<file path="src/pin_mux_params.svh">
// Strap reset values and encodings, clock divider counts and host data bus widths for the pin multiplexer
`ifndef PIN_MUX_PARAMS_SVH
`define PIN_MUX_PARAMS_SVH

// ----------------------------------------------------------------
// Clock dividers
// ----------------------------------------------------------------
`define DIV6_RATIO 6
`define DIV4_RATIO 4

// ----------------------------------------------------------------
// Strap defaults and encodings
// ----------------------------------------------------------------
`define STRAP_AUTOINIT_OFF 1'b0
`define STRAP_FREQ_66 1'b0
`define STRAP_FREQ_33 1'b1
`define STRAP_PCI_OFF 1'b0
`define STRAP_ETH_OFF 1'b0
`define STRAP_HPI32 1'b1

// ----------------------------------------------------------------
// Host data bus
// ----------------------------------------------------------------
`define HOST_DATA_W 32
`define HOST_HALF_W 16

`endif

</file>
<file path="src/pin_mux_pkg.sv">
// Types shared by the pin multiplexer
package pin_mux_pkg;

  // ----------------------------------------------------------------
  // Latched strap configuration
  // ----------------------------------------------------------------
  typedef struct packed {
    logic autoinit_en;
    logic pci_freq_33;
    logic pci_en;
    logic eth_en;
    logic host_32bit;
  } strap_cfg_s;

  // ----------------------------------------------------------------
  // Function selected on the shared host pins
  // ----------------------------------------------------------------
  typedef enum logic [1:0] {
    FUNC_HOST_PORT,
    FUNC_HOST_ETH,
    FUNC_PCI
  } pin_func_e;

  // ----------------------------------------------------------------
  // Software selections for the shared general pins
  // ----------------------------------------------------------------
  typedef enum logic [1:0] {
    GP0_INPUT,
    GP0_OUTPUT,
    GP0_IRQ_OUT
  } gp0_mode_e;

  typedef struct packed {
    gp0_mode_e gp0_mode;
    logic pin8_gpio;
    logic pin2_gpio;
    logic pin1_gpio;
  } pin_sel_s;

  // ----------------------------------------------------------------
  // One two-signal pad
  // ----------------------------------------------------------------
  typedef struct packed {
    logic o;
    logic oe;
  } pad_drive_s;

endpackage : pin_mux_pkg

</file>
<file path="src/clock_divider.sv">
// Square-wave clock divider with a one-cycle enable at each rising edge
module clock_divider #(
  parameter int RATIO = 4
) (
  // Clock and reset
  input wire logic clk,
  input wire logic rst_b,
  // Divided output
  output logic clk_div,
  output logic tick
);

  localparam int CW = (RATIO > 2) ? $clog2(RATIO) : 1;
  localparam logic [CW-1:0] LAST = CW'(RATIO - 1);
  localparam logic [CW-1:0] HALF = CW'(RATIO / 2);

  logic [CW-1:0] count_reg;

  // Ratio check
  if (RATIO < 2 || (RATIO % 2) != 0) begin : g_ratio_check
    $error("clock_divider needs an even ratio of at least 2");
  end

  // ----------------------------------------------------------------
  // Counter
  // ----------------------------------------------------------------
  always_ff @(posedge clk or negedge rst_b) begin
    if (!rst_b) begin
      count_reg <= '0;
    end else if (count_reg == LAST) begin
      count_reg <= '0;
    end else begin
      count_reg <= count_reg + 1'b1;
    end
  end

  // ----------------------------------------------------------------
  // Output wave and tick
  // ----------------------------------------------------------------
  always_ff @(posedge clk or negedge rst_b) begin
    if (!rst_b) begin
      clk_div <= 1'b0;
      tick <= 1'b0;
    end else begin
      clk_div <= (count_reg < HALF);
      tick <= (count_reg == '0);
    end
  end

endmodule : clock_divider

</file>
<file path="src/pin_mux.sv">
// Strap capture and shared pin function selection
// Operation
// RULE1 - Sample EEPROM auto-init strap at reset; low disabled, high enabled.
// RULE2 - General pin zero resets as input; software may make it output or interrupt.
// RULE3 - Outside logic holds general pin zero low throughout reset.
// RULE4 - Shared pin drives converter output by default; software may make it GPIO 8.
// RULE5 - With PCI enabled, frequency strap low means 66 MHz, high 33 MHz.
// RULE6 - Slowest grade board pulls frequency strap high when PCI enabled.
// RULE7 - With PCI disabled, outside logic must not pull frequency strap high.
// RULE8 - Shared pin outputs clock at one sixth rate; software may make it GPIO 2.
// RULE9 - Shared pin outputs clock at one quarter rate; software may make it GPIO 1.
// RULE10 - PCI and Ethernet straps together choose host port, Ethernet or PCI functions.
// RULE11 - Shared pin carries host interrupt by default, PCI frame when PCI selected.
// RULE12 - Host drives two register select inputs choosing control, address or data.
// RULE13 - In 16-bit mode host marks first or second half-word.
// RULE14 - Host drives read/write, address strobe, chip select, data strobes.
// RULE15 - Unused host control inputs should be pulled high externally.
// RULE16 - In 16-bit mode only lower sixteen data pins used, upper ones released.
// RULE17 - Straps latched at reset release and held until next reset.
`include "pin_mux_params.svh"

module pin_mux (
  // Clock and reset
  input wire logic clk,
  input wire logic rst_b,
  // Strap pins
  input wire logic eeprom_autoinit_strap,
  input wire logic pci_freq_strap,
  input wire logic pci_enable_strap,
  input wire logic ethernet_select_strap,
  input wire logic host_width_strap,
  // Software selections
  input wire pin_mux_pkg::pin_sel_s pin_sel,
  input wire logic [2:0] gpio_out_value,
  input wire logic [2:0] gpio_out_enable,
  input wire logic gp0_out_value,
  input wire logic gpio_interrupt_out,
  // Internal sources
  input wire logic single_bit_converter_out,
  input wire logic host_interrupt_out,
  input wire logic pci_frame_out,
  input wire logic pci_frame_oe,
  input wire logic [31:0] host_data_out,
  input wire logic host_data_drive,
  // Host control pins
  input wire logic host_reg_select_hi,
  input wire logic host_reg_select_lo,
  input wire logic host_halfword_select,
  input wire logic host_read_write,
  input wire logic host_address_strobe,
  input wire logic host_chip_select_b,
  input wire logic host_data_strobe_a,
  input wire logic host_data_strobe_b,
  // General pin pads
  input wire logic gp0_pin_i,
  input wire logic pin8_i,
  input wire logic pin2_i,
  input wire logic pin1_i,
  output logic gp0_pin_o,
  output logic gp0_pin_oe,
  output logic pin8_o,
  output logic pin8_oe,
  output logic pin2_o,
  output logic pin2_oe,
  output logic pin1_o,
  output logic pin1_oe,
  // Host interrupt or frame pad
  input wire logic host_interrupt_out_pin_i,
  output logic host_interrupt_out_pin_o,
  output logic host_interrupt_out_pin_oe,
  // Host data pads
  output logic [31:0] host_data_o,
  output logic [31:0] host_data_oe,
  // Status towards the core
  output pin_mux_pkg::strap_cfg_s strap_cfg,
  output pin_mux_pkg::pin_func_e pin_func,
  output logic host_port_16bit_mode,
  output logic [3:0] general_pin_bank,
  output logic [1:0] host_reg_sel,
  output logic host_second_half,
  output logic [4:0] host_strobes,
  output logic pci_frame_in
);

  import pin_mux_pkg::*;

  // ----------------------------------------------------------------
  // Pin synchronisers
  // ----------------------------------------------------------------
  localparam int NSYNC = 18;
  logic [NSYNC-1:0] sync1_reg;
  logic [NSYNC-1:0] sync2_reg;
  logic [NSYNC-1:0] pins_raw;

  assign pins_raw = {eeprom_autoinit_strap, pci_freq_strap, pci_enable_strap,
                     ethernet_select_strap, host_width_strap,
                     host_reg_select_hi, host_reg_select_lo, host_halfword_select,
                     host_read_write, host_address_strobe, host_chip_select_b,
                     host_data_strobe_a, host_data_strobe_b,
                     gp0_pin_i, pin8_i, pin2_i, pin1_i, host_interrupt_out_pin_i};

  always_ff @(posedge clk or negedge rst_b) begin
    if (!rst_b) begin
      sync1_reg <= '0;
      sync2_reg <= '0;
    end else begin
      sync1_reg <= pins_raw;
      sync2_reg <= sync1_reg;
    end
  end

  // ----------------------------------------------------------------
  // Strap capture
  // ----------------------------------------------------------------
  logic [1:0] settle_reg;
  logic captured_reg;
  strap_cfg_s cfg_reg;

  always_ff @(posedge clk or negedge rst_b) begin
    if (!rst_b) begin
      settle_reg <= '0;
    end else if (settle_reg != 2'h3) begin
      settle_reg <= settle_reg + 2'h1;
    end
  end

  // RULE17 latch once
  always_ff @(posedge clk or negedge rst_b) begin
    if (!rst_b) begin
      captured_reg <= 1'b0;
      cfg_reg <= '{autoinit_en: `STRAP_AUTOINIT_OFF, pci_freq_33: `STRAP_FREQ_66,
                   pci_en: `STRAP_PCI_OFF, eth_en: `STRAP_ETH_OFF,
                   host_32bit: `STRAP_HPI32};
    end else if (!captured_reg && settle_reg == 2'h2) begin
      captured_reg <= 1'b1;
      // RULE1 autoinit strap
      cfg_reg.autoinit_en <= sync2_reg[17];
      // RULE5 frequency only with PCI
      cfg_reg.pci_freq_33 <= sync2_reg[15] ? sync2_reg[16] : `STRAP_FREQ_66;
      cfg_reg.pci_en <= sync2_reg[15];
      cfg_reg.eth_en <= sync2_reg[14];
      cfg_reg.host_32bit <= sync2_reg[13];
    end
  end

  // ----------------------------------------------------------------
  // Function selection
  // ----------------------------------------------------------------
  function automatic pin_func_e decode_func(input strap_cfg_s c);
    if (c.pci_en) begin
      decode_func = FUNC_PCI;
    end else if (c.eth_en) begin
      decode_func = FUNC_HOST_ETH;
    end else begin
      decode_func = FUNC_HOST_PORT;
    end
  endfunction : decode_func

  pin_func_e func_next;
  logic is_pci;
  logic hp16;

  // RULE10 strap decode
  assign func_next = decode_func(cfg_reg);
  assign is_pci = (func_next == FUNC_PCI);
  assign hp16 = !is_pci && !cfg_reg.host_32bit;

  always_ff @(posedge clk or negedge rst_b) begin
    if (!rst_b) begin
      strap_cfg <= '0;
      pin_func <= FUNC_HOST_PORT;
      host_port_16bit_mode <= 1'b0;
    end else begin
      strap_cfg <= cfg_reg;
      pin_func <= func_next;
      host_port_16bit_mode <= hp16;
    end
  end

  // ----------------------------------------------------------------
  // Clock outputs
  // ----------------------------------------------------------------
  logic clk6;
  logic clk4;

  clock_divider #(.RATIO(`DIV6_RATIO)) u_div6 (
    .clk(clk),
    .rst_b(rst_b),
    .clk_div(clk6),
    .tick()
  );

  clock_divider #(.RATIO(`DIV4_RATIO)) u_div4 (
    .clk(clk),
    .rst_b(rst_b),
    .clk_div(clk4),
    .tick()
  );

  // ----------------------------------------------------------------
  // General pin drivers
  // ----------------------------------------------------------------
  // RULE2 pin zero modes
  always_ff @(posedge clk or negedge rst_b) begin
    if (!rst_b) begin
      gp0_pin_o <= 1'b0;
      gp0_pin_oe <= 1'b0;
    end else begin
      case (pin_sel.gp0_mode)
        GP0_OUTPUT: begin
          gp0_pin_o <= gp0_out_value;
          gp0_pin_oe <= 1'b1;
        end
        GP0_IRQ_OUT: begin
          gp0_pin_o <= gpio_interrupt_out;
          gp0_pin_oe <= 1'b1;
        end
        default: begin
          gp0_pin_o <= 1'b0;
          gp0_pin_oe <= 1'b0;
        end
      endcase
    end
  end

  // RULE4 converter or GPIO 8
  always_ff @(posedge clk or negedge rst_b) begin
    if (!rst_b) begin
      pin8_o <= 1'b0;
      pin8_oe <= 1'b1;
    end else begin
      pin8_o <= pin_sel.pin8_gpio ? gpio_out_value[2] : single_bit_converter_out;
      pin8_oe <= pin_sel.pin8_gpio ? gpio_out_enable[2] : 1'b1;
    end
  end

  // RULE8 sixth clock or GPIO 2
  always_ff @(posedge clk or negedge rst_b) begin
    if (!rst_b) begin
      pin2_o <= 1'b0;
      pin2_oe <= 1'b1;
    end else begin
      pin2_o <= pin_sel.pin2_gpio ? gpio_out_value[1] : clk6;
      pin2_oe <= pin_sel.pin2_gpio ? gpio_out_enable[1] : 1'b1;
    end
  end

  // RULE9 quarter clock or GPIO 1
  always_ff @(posedge clk or negedge rst_b) begin
    if (!rst_b) begin
      pin1_o <= 1'b0;
      pin1_oe <= 1'b1;
    end else begin
      pin1_o <= pin_sel.pin1_gpio ? gpio_out_value[0] : clk4;
      pin1_oe <= pin_sel.pin1_gpio ? gpio_out_enable[0] : 1'b1;
    end
  end

  always_ff @(posedge clk or negedge rst_b) begin
    if (!rst_b) begin
      general_pin_bank <= '0;
    end else begin
      general_pin_bank <= {sync2_reg[4:1]};
    end
  end

  // ----------------------------------------------------------------
  // Host interrupt or frame
  // ----------------------------------------------------------------
  // RULE11 interrupt or frame
  always_ff @(posedge clk or negedge rst_b) begin
    if (!rst_b) begin
      host_interrupt_out_pin_o <= 1'b0;
      host_interrupt_out_pin_oe <= 1'b1;
      pci_frame_in <= 1'b1;
    end else begin
      host_interrupt_out_pin_o <= is_pci ? pci_frame_out : host_interrupt_out;
      host_interrupt_out_pin_oe <= is_pci ? pci_frame_oe : 1'b1;
      pci_frame_in <= is_pci ? sync2_reg[0] : 1'b1;
    end
  end

  // ----------------------------------------------------------------
  // Host control inputs
  // ----------------------------------------------------------------
  // RULE14 host controls only in host mode
  always_ff @(posedge clk or negedge rst_b) begin
    if (!rst_b) begin
      host_reg_sel <= '0;
      host_second_half <= 1'b0;
      host_strobes <= 5'h1F;
    end else if (is_pci) begin
      host_reg_sel <= '0;
      host_second_half <= 1'b0;
      host_strobes <= 5'h1F;
    end else begin
      // RULE12 register select
      host_reg_sel <= sync2_reg[12:11];
      // RULE13 half-word marker
      host_second_half <= hp16 ? sync2_reg[10] : 1'b0;
      host_strobes <= sync2_reg[9:5];
    end
  end

  // ----------------------------------------------------------------
  // Host data drive
  // ----------------------------------------------------------------
  // RULE16 upper half released in 16-bit mode
  always_ff @(posedge clk or negedge rst_b) begin
    if (!rst_b) begin
      host_data_o <= '0;
      host_data_oe <= '0;
    end else begin
      host_data_o <= host_data_out;
      host_data_oe[`HOST_HALF_W-1:0] <= {`HOST_HALF_W{host_data_drive && !is_pci}};
      host_data_oe[`HOST_DATA_W-1:`HOST_HALF_W] <=
          {(`HOST_DATA_W - `HOST_HALF_W){host_data_drive && !is_pci && !hp16}};
    end
  end

endmodule : pin_mux

</file>
<file path="config.mk">
export PLATFORM = sky130hd
export DESIGN_NAME = pin_mux
export DESIGN_NICKNAME = d
export VERILOG_FILES = /design/src/pin_mux_pkg.sv /design/src/clock_divider.sv /design/src/pin_mux.sv
export VERILOG_INCLUDE_DIRS = /design/src
export SDC_FILE = /design/constraint.sdc
export NUM_CORES = 1
export LEC_CHECK = 0
export BUFFER_PORTS_ARGS = -buffer_cell sky130_fd_sc_hd__buf_4
export CELL_PAD_IN_SITES_DETAIL_PLACEMENT = 1
export CELL_PAD_IN_SITES_GLOBAL_PLACEMENT = 2
export CORE_ASPECT_RATIO = 1.4
export CORE_MARGIN = 2
export CORE_UTILIZATION = 32
export CTS_CLUSTER_DIAMETER = 200
export DETAILED_ROUTE_END_ITERATION = 12
export HOLD_SLACK_MARGIN = 0.08
export PLACE_DENSITY = 0.81
export SETUP_SLACK_MARGIN = 0.5
export SYNTH_ARGS = -nofsm -noshare
export SYNTH_HDL_FRONTEND = slang
export SYNTH_HIERARCHICAL = 1
export SYNTH_SLANG_ARGS = --single-unit
</file>
<file path="constraint.sdc">
create_clock -name clk -period 3.1 [get_ports clk]
set_clock_uncertainty 0.1 [all_clocks]
set_input_delay 0.31 -clock clk [delete_from_list [all_inputs] [get_ports clk]]
set_output_delay 0.31 -clock clk [all_outputs]
set_load 0.01 [all_outputs]
</file>
==> impl_metrics.ini <==
[outcome]
status = complete, no violations

[floorplan]
start_util = 0.327
pin_count = 165
die_area_um2 = 12000
die_x_um = 93.1
row_count = 45
dieHeight_um = 129
core_area_um2 = 10900

[grt]
grt_pass1_wl_um = 13700
grt_overflow = 0
grt_max_degree = 59
antenna_found_initial = 0
grt_usage = 0.158
grt_pass1_vias = 2653

[sta]
slew_viol_final = 0
min_period_over_period = 0.567
setup_viol = 0
period_needed_ns = 1.76
worst_pin_slew_ns = 0.725
slew-limit-headroom = 0.517
fmax_mhz = 569
report.final.hold_viol_count = 0
rsz0062_at_grt = false
setup-tns-final_ns = 0

[job]
max_cap_viol_count = 0

[clock_network]
clk_pin_slew_ns = 0.05
cts_made_buffers = 17
cts_tree = built
clock_sinks = 115
clock_path_buffers = 2
post_cts_buffers = 0
htreeDepth = 4
worstSkewPairLatency_ns = 0.41
ctsResizeCount = 0
cts.hold.buffers_added = 66
ctsRootBufferMaster = clkbuf_16

[hold_path]
hp-class = in2reg
hold_depth = 3

[critical_path]
start_kind = register
max_stage_delay_ns = 0.61
arrival_ns = 1.94
crit_type = reg2reg
reg2regPathDepth = 2
required_ns = 3.28
crit_slowest_cell = dfrtp_1
end_kind = register
path_max_fanout = 15
path_cells = mux2_2 -> dlygate4sd3_1

[routing]
drc = 0
dr.pass1.iters = 4
vias = 2319
drt_wl_total_um = 8850
route.detailed.wl_per_inst_um = 15.4
ant_nets = 0
drtIter0Drc = 76
viasPerCell = 4.04

[yosys]
yosysWarnings = 6
synth_nets = 278
synthCells = 202
syn_avg_cell_area_um2 = 17.6
synth_area_um2 = 3560

[finish]
final_core_util = 0.557
drive_above_1_share = 0.517
syn_to_final_growth_pct = 70.1
antennaDiodeCount = 0
largest_register_ffs = 32
nets = 496

[placement]
gp_congestion = 0.678
place.detailed.hpwl_um = 5220
numPortBuffers = 164

[power_and_ir_drop]
p_per_area_nw_per_um2 = 667
cellLeakagePower_nw = 2.95
vdd_drop_max_uv = 453
==> critical path, delay by kind of cell, from the launching register on <==
kind	cells	cell delay (ns)
flops	1	0.61
buf+inv	1	0.54
mux	1	0.38
==> layout make-up <==
type / instances / area, µm²
fillers: 1071 / 4810
flip-flops and latches: 115 / 2890
repair buffers: 232 / 1920
clock buffers: 23 / 498
multi-input cells: 46 / 388
well taps: 141 / 176
clock inverters: 9 / 150
inverters: 8 / 30.0
==> cell usage in the layout (no fill, tap or decap), types with 2 or more instances in the layout <==
cell / n
and2_1: 2
buf_4: 165
bufinv_16: 4
clkbuf_16: 17
clkbuf_8: 5
clkinv_2: 3
clkinvlp_4: 2
dfrtp_1: 104
dfstp_2: 11
dlygate4sd3_1: 66
ha_1: 6
inv_1: 8
mux2_2: 4
mux2_4: 5
mux2i_1: 2
nand2_1: 3
nand2b_1: 5
nor2_1: 4
nor2b_1: 4
or2_2: 6
==> path summary, 6_finish.rpt <==
path | startpoint | to | slack, ns
worst max-delay path | cfg_reg[2] | host_interrupt_out_pin_o | 1.34
worst min-delay path | gp0_out_value | gp0_pin_o | 0.11
worst max register to register | cfg_reg[2] | host_interrupt_out_pin_o | 1.34
worst min register to register | sync1_reg[13] | sync2_reg[13] | 0.24
max in group asynchronous | rst_b | pci_frame_in | 1.66
min in group asynchronous | rst_b | host_data_o[4] | 0.42
==> power breakdown <==
part | switching [W] | total [W] | internal [W]
sequential | 0.0000311 | 0.00161 | 0.00158
combinational | 0.000125 | 0.000325 | 0.000201
clock | 0.000656 | 0.00210 | 0.00145
==> metal layers <==
layer | routed length [µm] | vias up | global-route usage
li1 | - | 1033 | -
met1 | 2800 | 1135 | 0.145
met2 | 5020 | 129 | 0.287
met3 | 745 | 22 | 0.0755
met4 | 287 | 0 | 0.0822
met5 | 0 | - | 0
==> metrics by stage <==
step	total power, W	worst slack, ns	cell area [µm²]	hold WS (ns)	instances
6_report	0.00404	1.34	6050	0.111	574
5_1_grt	0.00421	1.25	6050	0.119	574
4_1_cts	0.00407	1.31	6050	0.0919	574
3_5_place_dp	0.00189	1.67	4740	0.236	476
3_3_place_gp	0.00188	1.72	4740	0.232	476
2_1_floorplan	0.00171	1.76	3560	-0.0856	202
Note: power is estimated with default switching activity, not from simulation.
